## config.mk

```make
export PLATFORM = sky130hd
export DESIGN_NAME = pdpc_pll_dynamic_phase_config
export DESIGN_NICKNAME = d
export VERILOG_FILES = /design/src/pdpc_pkg.sv /design/src/pdpc_pll_dynamic_phase_config.sv
export SDC_FILE = /design/constraint.sdc
export NUM_CORES = 1
export LEC_CHECK = 0
export BUFFER_PORTS_ARGS = -buffer_cell sky130_fd_sc_hd__buf_2
export CAP_MARGIN = 10
export CORE_MARGIN = 4
export CORE_UTILIZATION = 25
export CTS_BUF_LIST = sky130_fd_sc_hd__clkbuf_8
export DETAILED_ROUTE_END_ITERATION = 12
export PLACE_DENSITY = 0.47
export SETUP_SLACK_MARGIN = 0.2
export SLEW_MARGIN = 10
export SYNTH_ARGS = -nofsm -noshare
export SYNTH_HDL_FRONTEND = slang
export SYNTH_SLANG_ARGS = --single-unit
```

## constraint.sdc

```tcl
create_clock -name core_clk -period 4.2 [get_ports core_clk]
set_clock_uncertainty 0.05 [all_clocks]
set_input_delay 0.63 -clock core_clk [delete_from_list [all_inputs] [get_ports core_clk]]
set_output_delay 0.63 -clock core_clk [all_outputs]
set_load 0.05 [all_outputs]
```

## src/pdpc_pkg.sv

```systemverilog
package pdpc_pkg;

   // ****************************************************************
   // Geometry
   // ****************************************************************
   localparam int NUM_OUTPUTS  = 5;
   localparam int STORE_DEPTH  = 32;
   localparam int ADDR_W       = 6;
   localparam int IDX_W        = 5;
   localparam int DATA_W       = 8;
   localparam int PHASE_W      = 3;
   localparam int FIELD_W      = 7;

   // ****************************************************************
   // Configuration store locations
   // ****************************************************************
   localparam logic [IDX_W-1:0] REFERENCE_DIVIDER  = 5'h01;
   localparam logic [IDX_W-1:0] FEEDBACK_DIVIDER   = 5'h02;
   localparam logic [IDX_W-1:0] OUT0_DELAY         = 5'h03;
   localparam logic [IDX_W-1:0] OUT0_DIVIDER       = 5'h04;
   localparam logic [IDX_W-1:0] OUT4_DIVIDER       = 5'h0C;
   localparam logic [IDX_W-1:0] RESERVED_GAP       = 5'h0D;
   localparam logic [IDX_W-1:0] PHASE_LOW_OUTPUTS  = 5'h12;
   localparam logic [IDX_W-1:0] PHASE_HIGH_OUTPUTS = 5'h13;

   // Writable bits of each location class
   localparam logic [DATA_W-1:0] MASK_FIELD7 = 8'h7F;
   localparam logic [DATA_W-1:0] MASK_FULL   = 8'hFF;
   localparam logic [DATA_W-1:0] MASK_NONE   = 8'h00;

   // Values after reset: divide by one, no delay, phase zero
   localparam logic [DATA_W-1:0] RESET_DIVIDER = 8'h01;
   localparam logic [DATA_W-1:0] RESET_OTHER   = 8'h00;

   // ****************************************************************
   // Timing
   // ****************************************************************
   localparam int CLK_PERIOD_NS = 10;
   localparam int LOCK_TIME_NS  = 10000;
   localparam int LOCK_CYCLES   = (LOCK_TIME_NS + CLK_PERIOD_NS - 1) / CLK_PERIOD_NS;
   localparam int LOCK_CNT_W    = 11;
   localparam int STEP_HOLD_EDGES = 2;

   // ****************************************************************
   // Enumerations
   // ****************************************************************
   typedef enum logic [3:0] {
      PDPC_FB_SOURCE_SYNC = 4'h1,
      PDPC_FB_NO_COMP     = 4'h2,
      PDPC_FB_NORMAL      = 4'h4,
      PDPC_FB_ZERO_DELAY  = 4'h8
   } pdpc_fb_mode_e;

   typedef enum logic [2:0] {
      PDPC_SH_IDLE  = 3'h1,
      PDPC_SH_COUNT = 3'h2,
      PDPC_SH_DONE  = 3'h4
   } pdpc_shift_state_e;

   // ****************************************************************
   // Carriers
   // ****************************************************************
   typedef struct packed {
      logic              select;
      logic              write_enable;
      logic [ADDR_W-1:0] address;
      logic [DATA_W-1:0] write_data;
   } pdpc_reconfig_req_s;

   typedef struct packed {
      logic [2:0] output_select;
      logic       step_pulse;
      logic       step_up;
   } pdpc_shift_req_s;

   typedef struct packed {
      logic [1:0] reference_source;
      logic [1:0] feedback_source;
      logic [1:0] feedback_mode;
   } pdpc_static_cfg_s;

endpackage : pdpc_pkg

```

## src/pdpc_pll_dynamic_phase_config.sv

```systemverilog
module pdpc_pll_dynamic_phase_config (
   // Clock, reset, enable
   input  wire logic                        core_clk,
   input  wire logic                        reset,
   input  wire logic                        clk_en,
   // Static configuration, caught once after reset
   input  wire pdpc_pkg::pdpc_static_cfg_s  static_cfg,
   // Phase-shift handshake
   input  wire logic                        shift_control_clock,
   input  wire pdpc_pkg::pdpc_shift_req_s   shift_req,
   output logic                             shift_complete,
   // Reconfiguration port
   input  wire logic                        reconfig_clock,
   input  wire pdpc_pkg::pdpc_reconfig_req_s reconfig_req,
   output logic [pdpc_pkg::DATA_W-1:0]      reconfig_read_data,
   // Loop state
   output logic                             pll_locked,
   output pdpc_pkg::pdpc_static_cfg_s       static_cfg_held,
   output logic [pdpc_pkg::NUM_OUTPUTS*pdpc_pkg::PHASE_W-1:0] out_phase
);

   // ****************************************************************
   // Helpers
   // ****************************************************************

   // Writable bits per location; unmapped bytes stay zero
   function automatic logic [pdpc_pkg::DATA_W-1:0] loc_mask(
      input logic [pdpc_pkg::IDX_W-1:0] idx
   );
      logic [pdpc_pkg::DATA_W-1:0] m;
      m = pdpc_pkg::MASK_NONE;
      if (idx >= pdpc_pkg::REFERENCE_DIVIDER && idx <= pdpc_pkg::OUT4_DIVIDER) begin
         m = pdpc_pkg::MASK_FIELD7;
      end else if (idx == pdpc_pkg::PHASE_LOW_OUTPUTS) begin
         m = pdpc_pkg::MASK_FULL;
      end else if (idx == pdpc_pkg::PHASE_HIGH_OUTPUTS) begin
         m = pdpc_pkg::MASK_FIELD7;
      end
      return m;
   endfunction : loc_mask

   // Divider locations hold a factor; these reset to divide by one
   function automatic logic is_divider(
      input logic [pdpc_pkg::IDX_W-1:0] idx
   );
      return (idx == pdpc_pkg::REFERENCE_DIVIDER) ||
             (idx == pdpc_pkg::FEEDBACK_DIVIDER) ||
             (idx >= pdpc_pkg::OUT0_DIVIDER && idx <= pdpc_pkg::OUT4_DIVIDER &&
              idx[0] == pdpc_pkg::OUT0_DIVIDER[0]);
   endfunction : is_divider

   // ****************************************************************
   // Storage and state
   // ****************************************************************
   logic [pdpc_pkg::DATA_W-1:0]     store_r [pdpc_pkg::STORE_DEPTH];
   logic                            rcfg_clk_prev_r;
   logic                            shift_clk_prev_r;
   logic                            cfg_caught_r;
   pdpc_pkg::pdpc_shift_state_e     shift_state_r;
   pdpc_pkg::pdpc_shift_state_e     shift_state_nxt;
   logic                            step_apply;
   logic [2:0]                      step_sel_r;
   logic                            step_up_r;
   logic [pdpc_pkg::LOCK_CNT_W-1:0] lock_cnt_r;
   logic                            rcfg_rise;
   logic                            shift_rise;
   logic                            rcfg_write;
   logic [pdpc_pkg::IDX_W-1:0]      rcfg_idx;
   logic                            rcfg_in_range;
   logic [pdpc_pkg::NUM_OUTPUTS*pdpc_pkg::PHASE_W-1:0] phase_flat;
   logic [pdpc_pkg::NUM_OUTPUTS*pdpc_pkg::PHASE_W-1:0] phase_new;
   logic [pdpc_pkg::PHASE_W-1:0]    phase_sel;

   // ****************************************************************
   // Port clock edge detection
   // ****************************************************************

   // Both port clocks are sampled as plain synchronous inputs
   always_ff @(posedge core_clk) begin
      if (reset) begin
         rcfg_clk_prev_r  <= 1'b0;
         shift_clk_prev_r <= 1'b0;
      end else if (clk_en) begin
         rcfg_clk_prev_r  <= reconfig_clock;
         shift_clk_prev_r <= shift_control_clock;
      end
   end

   assign rcfg_rise  = reconfig_clock & ~rcfg_clk_prev_r;
   assign shift_rise = shift_control_clock & ~shift_clk_prev_r;

   // Address above the store reaches nothing
   assign rcfg_in_range = (reconfig_req.address < 6'(pdpc_pkg::STORE_DEPTH));
   assign rcfg_idx      = reconfig_req.address[pdpc_pkg::IDX_W-1:0];
   assign rcfg_write    = rcfg_rise & reconfig_req.select &
                          reconfig_req.write_enable & rcfg_in_range;

   // ****************************************************************
   // Static configuration
   // ****************************************************************

   // Caught once at the first enabled cycle after reset, then frozen
   always_ff @(posedge core_clk) begin
      if (reset) begin
         cfg_caught_r    <= 1'b0;
         static_cfg_held <= '0;
      end else if (clk_en && !cfg_caught_r) begin
         cfg_caught_r    <= 1'b1;
         static_cfg_held <= static_cfg;
      end
   end

   // ****************************************************************
   // Phase shift handshake
   // ****************************************************************

   // Phase fields as packed across locations 0x12 and 0x13
   assign phase_flat = {store_r[pdpc_pkg::PHASE_HIGH_OUTPUTS][6:0],
                        store_r[pdpc_pkg::PHASE_LOW_OUTPUTS]};

   // Step the chosen output; a select above four changes nothing
   always_comb begin
      phase_new = phase_flat;
      phase_sel = '0;
      for (int i = 0; i < pdpc_pkg::NUM_OUTPUTS; i++) begin
         if (step_sel_r == 3'(i)) begin
            phase_sel = phase_flat[i*pdpc_pkg::PHASE_W +: pdpc_pkg::PHASE_W];
            // One 45 degree VCO unit, wraps modulo eight
            phase_new[i*pdpc_pkg::PHASE_W +: pdpc_pkg::PHASE_W] =
               step_up_r ? phase_sel + 3'h1 : phase_sel - 3'h1;
         end
      end
   end

   // Step counted after two high samples; the feedback mode never gates it
   always_comb begin
      shift_state_nxt = shift_state_r;
      step_apply      = 1'b0;
      case (shift_state_r)
         pdpc_pkg::PDPC_SH_IDLE: begin
            if (shift_rise && shift_req.step_pulse) begin
               shift_state_nxt = pdpc_pkg::PDPC_SH_COUNT;
            end
         end
         pdpc_pkg::PDPC_SH_COUNT: begin
            if (shift_rise) begin
               if (shift_req.step_pulse) begin
                  step_apply      = 1'b1;
                  shift_state_nxt = pdpc_pkg::PDPC_SH_DONE;
               end else begin
                  // Too short a pulse is dropped
                  shift_state_nxt = pdpc_pkg::PDPC_SH_IDLE;
               end
            end
         end
         pdpc_pkg::PDPC_SH_DONE: begin
            // One step per pulse: wait for it to fall
            if (shift_rise && !shift_req.step_pulse) begin
               shift_state_nxt = pdpc_pkg::PDPC_SH_IDLE;
            end
         end
         default: begin
            shift_state_nxt = pdpc_pkg::PDPC_SH_IDLE;
         end
      endcase
   end

   // State register
   always_ff @(posedge core_clk) begin
      if (reset) begin
         shift_state_r <= pdpc_pkg::PDPC_SH_IDLE;
      end else if (clk_en) begin
         shift_state_r <= shift_state_nxt;
      end
   end

   // Select and direction held from the first high sample
   always_ff @(posedge core_clk) begin
      if (reset) begin
         step_sel_r <= '0;
         step_up_r  <= 1'b0;
      end else if (clk_en && shift_state_r == pdpc_pkg::PDPC_SH_IDLE &&
                   shift_rise && shift_req.step_pulse) begin
         step_sel_r <= shift_req.output_select;
         step_up_r  <= shift_req.step_up;
      end
   end

   // Done falls when a step starts, rises when it lands
   always_ff @(posedge core_clk) begin
      if (reset) begin
         shift_complete <= 1'b1;
      end else if (clk_en) begin
         if (step_apply) begin
            shift_complete <= 1'b1;
         end else if (shift_state_r == pdpc_pkg::PDPC_SH_IDLE &&
                      shift_rise && shift_req.step_pulse) begin
            shift_complete <= 1'b0;
         end
      end
   end

   // ****************************************************************
   // Configuration store
   // ****************************************************************

   // One process per byte; a step wins over a same-cycle port write to 0x12 or 0x13
   generate
      for (genvar g = 0; g < pdpc_pkg::STORE_DEPTH; g++) begin : g_store
         localparam logic [pdpc_pkg::IDX_W-1:0] IDX = pdpc_pkg::IDX_W'(g);
         always_ff @(posedge core_clk) begin
            if (reset) begin
               store_r[g] <= is_divider(IDX) ? pdpc_pkg::RESET_DIVIDER
                                             : pdpc_pkg::RESET_OTHER;
            end else if (clk_en) begin
               if (step_apply && IDX == pdpc_pkg::PHASE_LOW_OUTPUTS) begin
                  store_r[g] <= phase_new[7:0];
               end else if (step_apply && IDX == pdpc_pkg::PHASE_HIGH_OUTPUTS) begin
                  store_r[g] <= {1'b0, phase_new[14:8]};
               end else if (rcfg_write && rcfg_idx == IDX) begin
                  store_r[g] <= reconfig_req.write_data & loc_mask(IDX);
               end
            end
         end
      end
   endgenerate

   // Read data tracks the address every enabled core cycle
   always_ff @(posedge core_clk) begin
      if (reset) begin
         reconfig_read_data <= '0;
      end else if (clk_en) begin
         reconfig_read_data <= rcfg_in_range ? store_r[rcfg_idx] : '0;
      end
   end

   // Phase codes shown to the clock outputs
   always_ff @(posedge core_clk) begin
      if (reset) begin
         out_phase <= '0;
      end else if (clk_en) begin
         out_phase <= phase_flat;
      end
   end

   // ****************************************************************
   // Lock indication
   // ****************************************************************

   // Divider rewrite restarts acquisition; phase steps keep lock
   always_ff @(posedge core_clk) begin
      if (reset) begin
         lock_cnt_r <= '0;
         pll_locked <= 1'b0;
      end else if (clk_en) begin
         if (rcfg_write && rcfg_idx >= pdpc_pkg::REFERENCE_DIVIDER &&
             rcfg_idx <= pdpc_pkg::OUT4_DIVIDER) begin
            lock_cnt_r <= '0;
            pll_locked <= 1'b0;
         end else if (lock_cnt_r == pdpc_pkg::LOCK_CNT_W'(pdpc_pkg::LOCK_CYCLES - 1)) begin
            pll_locked <= 1'b1;
         end else begin
            lock_cnt_r <= lock_cnt_r + 1'b1;
         end
      end
   end

endmodule : pdpc_pll_dynamic_phase_config

```

==> results of run 1 <==
-- per-stage QoR --
stage | power [mW] | utilization (%) | setup WS, ps | hold WS [ps] | std cells
floorplan | 1.88 | - | 1970 | 385 | 655
global placement | 1.98 | 27.6 | 1110 | 392 | 1067
detailed placement | 1.98 | 27.6 | 1070 | 402 | 1067
CTS | 3.37 | 29.3 | 1590 | 330 | 1098
global route | 3.45 | 29.3 | 1390 | 322 | 1098
finish | 3.32 | 29.3 | 1540 | 356 | 1098
-- cell families after synthesis --
| logic type | count (synthesis) |
|---|---|
| multiplexers | 47 |
| flip-flops | 151 |
| buffers and inverters | 58 |
| AO/OA/AOI/OAI | 96 |
| AND/OR/NAND/NOR | 279 |
| XOR/XNOR | 18 |
| adder cells (fa/ha/maj) | 6 |
-- layout make-up --
type / count / area [µm²] / share of cell area [%]
sequential: 151 / 4010 / 47.7
inverter: 18 / 67.6 / 0.802
tap: 384 / 480 / 5.70
clock buffer: 17 / 234 / 2.78
clock inverter: 14 / 258 / 3.06
timing repair buffer: 68 / 355 / 4.22
multi-input combinational: 446 / 3010 / 35.8
-- tightest hold or removal path, cell delays in order --
cell	delay, ps
buf_2	80
mux2i_1	50
nor2_1	70
-- synthesized netlist by cell type, types with 5 or more instances --
| cell type | instances | share of area, % |
|---|---|---|
| xnor2_1 | 10 | 1.2 |
| nand2_1 | 55 | 2.8 |
| edfxtp_1 | 99 | 41 |
| o21ai_0 | 27 | 1.8 |
| nand3_1 | 16 | 1.1 |
| nor2_1 | 62 | 3.2 |
| and3_1 | 6 | 0.51 |
| nand4_1 | 7 | 0.60 |
| and2_1 | 77 | 6.6 |
| a221oi_1 | 5 | 0.60 |
| mux2i_1 | 29 | 4.0 |
| clkbuf_1 | 20 | 1.0 |
| a31oi_1 | 5 | 0.43 |
| mux2_2 | 9 | 1.4 |
| dfxtp_1 | 52 | 14 |
| buf_6 | 5 | 0.77 |
| nor3_1 | 7 | 0.48 |
| inv_1 | 16 | 0.82 |
| buf_2 | 8 | 0.55 |
| a21oi_1 | 17 | 1.2 |
| xor2_1 | 8 | 0.96 |
| fa_1 | 5 | 1.4 |
| mux4_2 | 8 | 2.5 |
| a22oi_1 | 5 | 0.51 |
| or3_1 | 10 | 0.85 |
| nand2b_1 | 8 | 0.68 |
| nor2b_1 | 11 | 0.94 |
-- power groups by stage --
stage	clock [mW]	sequential [mW]	combinational (mW)
after floorplan	0	1.71	0.165
after global placement	0	1.69	0.294
after detailed placement	0	1.69	0.294
after CTS	1.42	1.65	0.295
after global routing	1.47	1.66	0.318
final	1.38	1.65	0.290
-- sequential cells by signal, summed over array words and instances, names as in the netlist, 3 cells and up --
register            count
reconfig_read_data      8
step_sel_r              3
static_cfg_held         6
store_r                99
out_phase              15
shift_state_r           3
lock_cnt_r             11
-- layer usage --
layer / up-vias / routed length [µm]
met5: - / 20
met4: 2 / 367
met3: 24 / 891
li1: 2451 / -
met1: 2546 / 9330
met2: 131 / 9190
-- worst paths after layout --
check,start,end,slack [ps],depth (start not counted)
worst max-delay path,reconfig_req[11],store_r[18][4],1540,5
worst min-delay path,static_cfg[2],static_cfg_held[2],360,3
worst max register to register,rcfg_clk_prev_r,store_r[18][4],1790,3
worst min register to register,pll_locked,pll_locked,420,2
==> flow_metrics.tcl, run 1 <==
set metrics [dict create \
    syn_area_mm2 0.00732 \
    dp_hpwl_um 13800 \
    cp-end-kind "flip-flop" \
    post-route-period-util_pct 63.2 \
    antenna_found_initial 1 \
    hold_path_class "input pin to flip-flop" \
    gp_congestion 0.850 \
    grt_max_degree 41 \
    clk_latency_ps 460 \
    start_util_pct 25.4 \
    dieArea_mm2 0.0321 \
    fmax_mhz 377 \
    hold_violations 0 \
    h-tree-depth 4 \
    synthXorXnorAreaFrac_pct 2.15 \
    numCtsBuffers 17 \
    clockRootBuffer "clkbuf_8" \
    ys_seq_area_share_pct 54.8 \
    routed_wl_um 19800 \
    path_buf_inv 1 \
    final_common_cell "edfxtp_1" \
    fin_area_mm2 0.00842 \
    synthAdderAreaFrac_pct 1.54 \
    drv_cap 0 \
    worstPathArrival_ps 2770 \
    synth_top_family_by_area "simple AND/OR/NAND/NOR gates" \
    cts.sinks 151 \
    maxSlewHeadroom_pct 38.9 \
    path_delay_family "simple AND/OR/NAND/NOR gates" \
    io_buffer_count 62 \
    areaGrowthSynthToFinish_pct 15.1 \
    ys_ff_latch 151 \
    syn_avg_cell_area_um2 11.2 \
    synth_compound_area_share_pct 9.03 \
    yosys.area_share.simple_pct 20.3 \
    rows 62 \
    grt_first_pass_wirelength_um 30000 \
    grt_util_met1_pct 17.4 \
    cts_resized 0 \
    met3_usage_pct 2.83 \
    path_class "input pin to flip-flop" \
    die_height_um 179 \
    grt_pass1_vias 4969 \
    seqPwrFrac_pct 49.7 \
    grt_usage_pct 12.5 \
    status "completed" \
    cp-start-kind "input pin" \
    p_int_mw 2.53 \
    p_sw_share_pct 23.7 \
    final_antenna_net_count 0 \
    ir_drop_uv 165 \
    initialDrtViolationCount 510 \
    grt_setup_unrepaired "no" \
    muxShareOfSynthArea_pct 8.17 \
    final-max-slew-violation-count 0 \
    clkPwrFrac_pct 41.5 \
    via_per_inst 4.69 \
    crit_slowest_cell "nor4b_2" \
    use_met2_pct 19.3 \
    worstPathRequired_ps 4310 \
    synth-edff-count 99 \
    diodes 0 \
    synth_nets 693 \
    cts_setup_buffers 0 \
    tns_ps 0 \
    drc_errors 0 \
    yosys_warnings 0 \
    tightest_slew_ps 910 \
    cts_hold_buffers 0 \
    top_usage_layer "met2" \
    layout.nets 740 \
    die_w_um 179 \
    ios 63 \
    grt-ovfl-total 0 \
    final_cell_mix "99 x edfxtp_1, 77 x and2_1, 62 x nor2_1, 62 x buf_2, 55 x nand2_1" \
    cpPeakStageDelay_ps 790 \
    fin_crit_ps 2660 \
    synthArstFlopShare_pct 0 \
    cts_tree "done" \
    synth_cells 655 \
    synthFlopType "edfxtp_1" \
    vias 5154 \
    power.density_mw_per_mm2 394 \
    layout-drive-gt1-share_pct 17.4 \
    p_switching_mw 0.786 \
    finalSetupViolations 0 \
    cts_buffer_depth 2 \
    core_mm2 0.0288 \
    power.leakage_nw 3.17 \
    combPwrFrac_pct 8.7 \
    ys_types 65 \
    clkSlewWorstSetupHoldPaths_ps 80 \
    fillers 2982 \
    crit_chain "buf_2 -> and2b_1 -> and3_1 -> nor4b_2 -> a311o_1" \
    drt-pass1-iter-count 5 \
    worstPathMaxFanout 30 \
    wl_per_cell_um 18.0 \
    place_area_mm2 0.00793 \
]
No activity file was read; power rests on OpenSTA's default activity.
==> inputs of run 2 (changes only) <==
Settings changed: PLACE_DENSITY 0.47 to 0.48.
Clock period 4.2 ns to 2.41 ns, I/O delays scaled along.
==> flow_metrics.tcl, run 2 (synthesis gave the netlist of run 1 again) <==
set metrics [dict create \
    cts_buffer_depth 2 \
    initialDrtViolationCount 433 \
    regMostFlops "store_r" \
    die_height_um 179 \
    holdPathEnd "static_cfg_held[1]" \
    fmax_mhz 491 \
    whs_path_depth 3 \
    r2r_slack_ps 370 \
    path_class "flip-flop to flip-flop" \
    vias 5197 \
    layout.nets 760 \
    diodes 0 \
    finalSetupViolations 0 \
    routed_wl_um 19900 \
    wl_per_cell_um 17.8 \
    worstPathArrival_ps 2260 \
    final-max-slew-violation-count 0 \
    grt_max_degree 41 \
    largest_register_ffs 99 \
    grt_first_pass_wirelength_um 30800 \
    h-tree-depth 4 \
    fin_crit_ps 2040 \
    drt-pass1-iter-count 6 \
    largestRegisters "store_r (99), out_phase (15), lock_cnt_r (11)" \
    clockRootBuffer "clkbuf_8" \
    core_mm2 0.0288 \
    final_common_cell "edfxtp_1" \
    tns_ps 0 \
    final_antenna_net_count 0 \
    numCtsBuffers 17 \
    hold_start "static_cfg[1]" \
    dp_hpwl_um 14100 \
    start_util_pct 25.4 \
    cts.sinks 151 \
    drv_cap 0 \
    status "completed" \
    hold_violations 0 \
    drc_errors 0 \
    via_per_inst 4.64 \
    die_w_um 179 \
    dieArea_mm2 0.0321 \
    r2r.worst_path.cells 6 \
    cts_tree "done" \
    dp.cells 1087 \
    layout-drive-gt1-share_pct 19.7 \
    antenna_found_initial 0 \
    cts_setup_buffers 0 \
    finalNonFillerCells 1119 \
    maxSlewHeadroom_pct 58.8 \
    grt_usage_pct 12.7 \
    tightest_slew_ps 616 \
    cp-end-kind "flip-flop" \
    grt_setup_unrepaired "no" \
    clkSlewWorstSetupHoldPaths_ps 90 \
    hold_path_class "input pin to flip-flop" \
    grt-ovfl-total 0 \
    grt_pass1_vias 5054 \
    clk_latency_ps 450 \
    power.leakage_nw 3.22 \
    r2r-end "store_r[18][2]" \
    final_cell_mix "99 x edfxtp_1, 77 x and2_1, 62 x nor2_1, 62 x buf_2, 55 x nand2_1" \
    power.density_mw_per_mm2 622 \
    worstReg2RegStart "rcfg_clk_prev_r" \
    post-route-period-util_pct 84.5 \
    areaGrowthSynthToFinish_pct 15.7 \
    io_buffer_count 62 \
    worstPathRequired_ps 2630 \
    ir_drop_uv 339 \
    gp_congestion 0.815 \
    worstPathMaxFanout 7 \
    cp-start-kind "flip-flop" \
    ios 63 \
    rows 62 \
]
## run 2: cell types whose count changed in the layout (fill, tap and decap cells not counted)
cell	before	now
buf_4	6	25
bufinv_16	7	1
clkinv_4	4	1
inv_4	0	3
clkbuf_8	17	19
clkinv_2	0	2
inv_6	0	2
buf_12	0	1
clkinvlp_2	1	0
clkinvlp_4	0	1
inv_1	18	19
nor4_1	2	1
nor4_2	1	2
## run 2: where the power goes
| group | switching [mW] | total [mW] | internal, mW |
|---|---|---|---|
| combinational | 0.357 | 0.530 | 0.173 |
| clock | 0.995 | 1.86 | 0.866 |
| sequential | 0.0454 | 2.87 | 2.83 |
| total | 1.40 | 5.26 | 3.87 |
## run 2: critical path, stage by stage, from the launching register on
cell and delay [ps]:
dfxtp_1 320, nand4b_1 340, buf_4 260, nor4b_2 460
buf_4 240, nand2_1 60, o21ai_0 110
## run 2: per-layer routing
metal  vias to the layer above  GRT usage (%)  share of wire (%)
met1                      2556           18.7                 49
li1                       2489              -                  -
met2                       135           18.5                 44
met4                         0           3.90                1.5
met3                        17           2.59                5.6
met5                         -              0                  0
## run 2: cell type report
| cell class | count | area, µm² |
|---|---|---|
| repair buffers | 88 | 518 |
| multi-input cells | 446 | 3020 |
| flip-flops and latches | 151 | 4010 |
| inverters | 18 | 67.6 |
| clock inverters | 13 | 104 |
| well taps | 384 | 480 |
| fillers | 2997 | 20300 |
| clock buffers | 19 | 262 |
## run 2: metrics by stage
step / area (µm²) / utilization (%) / total power [mW] / hold WS [ps] / setup slack [ps]
floorplan: 7320 / - / 3.28 / 385 / 450
global placement: 8090 / 28.1 / 3.47 / 397 / 194
detailed placement: 8090 / 28.1 / 3.47 / 406 / 242
finish: 8470 / 29.4 / 5.26 / 97.4 / 374
CTS: 8460 / 29.4 / 5.33 / 66.6 / 362
global route: 8470 / 29.4 / 5.48 / 72.2 / 216
## run 2: worst max-delay path by stage
stage,start,endpoint,cells past startpoint
floorplan,reconfig_req[10],store_r[19][4],8
global placement,reconfig_req[8],store_r[5][0],6
detailed placement,reconfig_req[8],reconfig_read_data[5],7
CTS,rcfg_clk_prev_r,store_r[18][3],4
global route,shift_state_r[2],store_r[18][2],6
finish,rcfg_clk_prev_r,store_r[18][2],6
## run 2: what timing repair did
action | in CTS | in global routing
hold buffers | 0 | 0
resized for setup | 0 | 1
hold endpoints to repair | 0 | 0
setup endpoints to repair | 0 | 1
==> inputs of run 3 (changes only) <==
Settings changed: PLACE_DENSITY 0.48 to 0.47.
Clock period 2.41 ns to 2.15 ns, I/O delays scaled along.
==> flow_metrics.tcl, run 3 (synthesis gave the netlist of run 1 again) <==
set metrics [dict create \
    status "completed" \
    ios 63 \
    via_per_inst 4.67 \
    layout.nets 783 \
    grt_pass1_vias 5129 \
    fmax_mhz 532 \
    io_buffer_count 62 \
    cts.sinks 151 \
    grt_first_pass_wirelength_um 31500 \
    wl_per_cell_um 18.2 \
    final-max-slew-violation-count 0 \
    power.density_mw_per_mm2 681 \
    final_cell_mix "99 x edfxtp_1, 77 x and2_1, 62 x buf_2" \
    cp-start-kind "flip-flop" \
    final_common_cell "edfxtp_1" \
    dieArea_mm2 0.0321 \
    rows 62 \
    fin_crit_ps 1880 \
    initialDrtViolationCount 503 \
    clockRootBuffer "clkbuf_8" \
    h-tree-depth 4 \
    worstPathMaxFanout 6 \
    regMostFlops "store_r" \
    diodes 0 \
    drv_cap 0 \
    tns_ps 0 \
    die_height_um 179 \
    areaGrowthSynthToFinish_pct 18.7 \
    routed_wl_um 20800 \
    die_w_um 179 \
    hold_violations 0 \
    grt-ovfl-total 0 \
    dp_hpwl_um 14600 \
    ir_drop_uv 362 \
    drt-pass1-iter-count 7 \
    power.leakage_nw 3.32 \
    grt_max_degree 39 \
    fillers 2982 \
    worstPathRequired_ps 2260 \
    path_class "flip-flop to flip-flop" \
    final_util_pct 30.2 \
    grt_setup_unrepaired "no" \
    grt_usage_pct 13.1 \
    numCtsBuffers 17 \
    cts_buffer_depth 2 \
    layout-drive-gt1-share_pct 22.7 \
    clkSlewWorstSetupHoldPaths_ps 90 \
    clk_latency_ps 460 \
    largestRegisters "store_r (99), out_phase (15), lock_cnt_r (11)" \
    post-route-period-util_pct 87.4 \
    cts_hold_buffers 0 \
    dp.cells 1106 \
    maxSlewHeadroom_pct 65.3 \
    tightest_slew_ps 521 \
    drc_errors 0 \
    antenna_found_initial 2 \
    vias 5329 \
    cp-end-kind "flip-flop" \
    finalNonFillerCells 1141 \
    hold_path_class "input pin to flip-flop" \
    largest_register_ffs 99 \
    core_mm2 0.0288 \
    finalSetupViolations 0 \
    final_antenna_net_count 0 \
    cts_tree "done" \
    start_util_pct 25.4 \
    worstPathArrival_ps 1990 \
    gp_congestion 0.825 \
]
==> run 3: timing repair <==
item,in CTS,in global routing
endpoints found under the setup margin,3,84
resized for setup,1,9
cloned,0,1
pin swaps,0,1
setup buffers,0,3
==> run 3: stage by stage <==
stage / setup slack (ps) / cell area [µm²] / hold WS [ps] / power [mW]
finish: 272 / 8690 / 41.5 / 5.92
global route: 203 / 8690 / 17.5 / 6.16
CTS: 221 / 8610 / 5.29 / 5.99
detailed placement: 111 / 8250 / 409 / 3.91
global placement: 107 / 8250 / 397 / 3.91
floorplan: 229 / 7320 / 385 / 3.67
==> run 3: layout make-up <==
cell class / count / area (µm²) / area share (%)
Clock buffer: 17 / 234 / 2.69
Clock inverter: 14 / 128 / 1.47
Inverter: 18 / 67.6 / 0.777
Multi-Input combinational cell: 446 / 3060 / 35.2
Sequential cell: 151 / 4020 / 46.2
Tap cell: 384 / 480 / 5.53
Timing Repair Buffer: 111 / 711 / 8.18
==> run 3: critical path: stages, from the launching register on <==
cell and delay (ps):
dfxtp_1 420, nor2b_1 100, and3_2 280, nor4b_4 330, buf_4 200, a311o_1 200
==> run 3: power breakdown <==
part / total [mW] / internal (mW) / switching (mW) / leakage (nW)
registers: 3.22 / 3.17 / 0.0537 / 1.45
clock network: 2.07 / 0.912 / 1.16 / 0.170
logic: 0.621 / 0.212 / 0.409 / 1.70
==> run 3: per-layer routing <==
layer / vias to the layer above / routed length (µm) / GRT usage, %
met2: 145 / 9440 / 19.9
met5: - / 13 / 0
met1: 2622 / 9970 / 18.7
li1: 2537 / - / -
met3: 23 / 1000 / 2.64
met4: 2 / 354 / 4.06
==> run 3: worst paths after layout <==
| kind | from | end | slack, ps | depth (start not counted) |
|---|---|---|---|---|
| worst max-delay path | shift_state_r[0] | store_r[18][3] | 270 | 5 |
| worst min-delay path | static_cfg[2] | static_cfg_held[2] | 40 | 3 |
| worst max register to register | shift_state_r[0] | store_r[18][3] | 270 | 5 |
| worst min register to register | pll_locked | pll_locked | 430 | 2 |
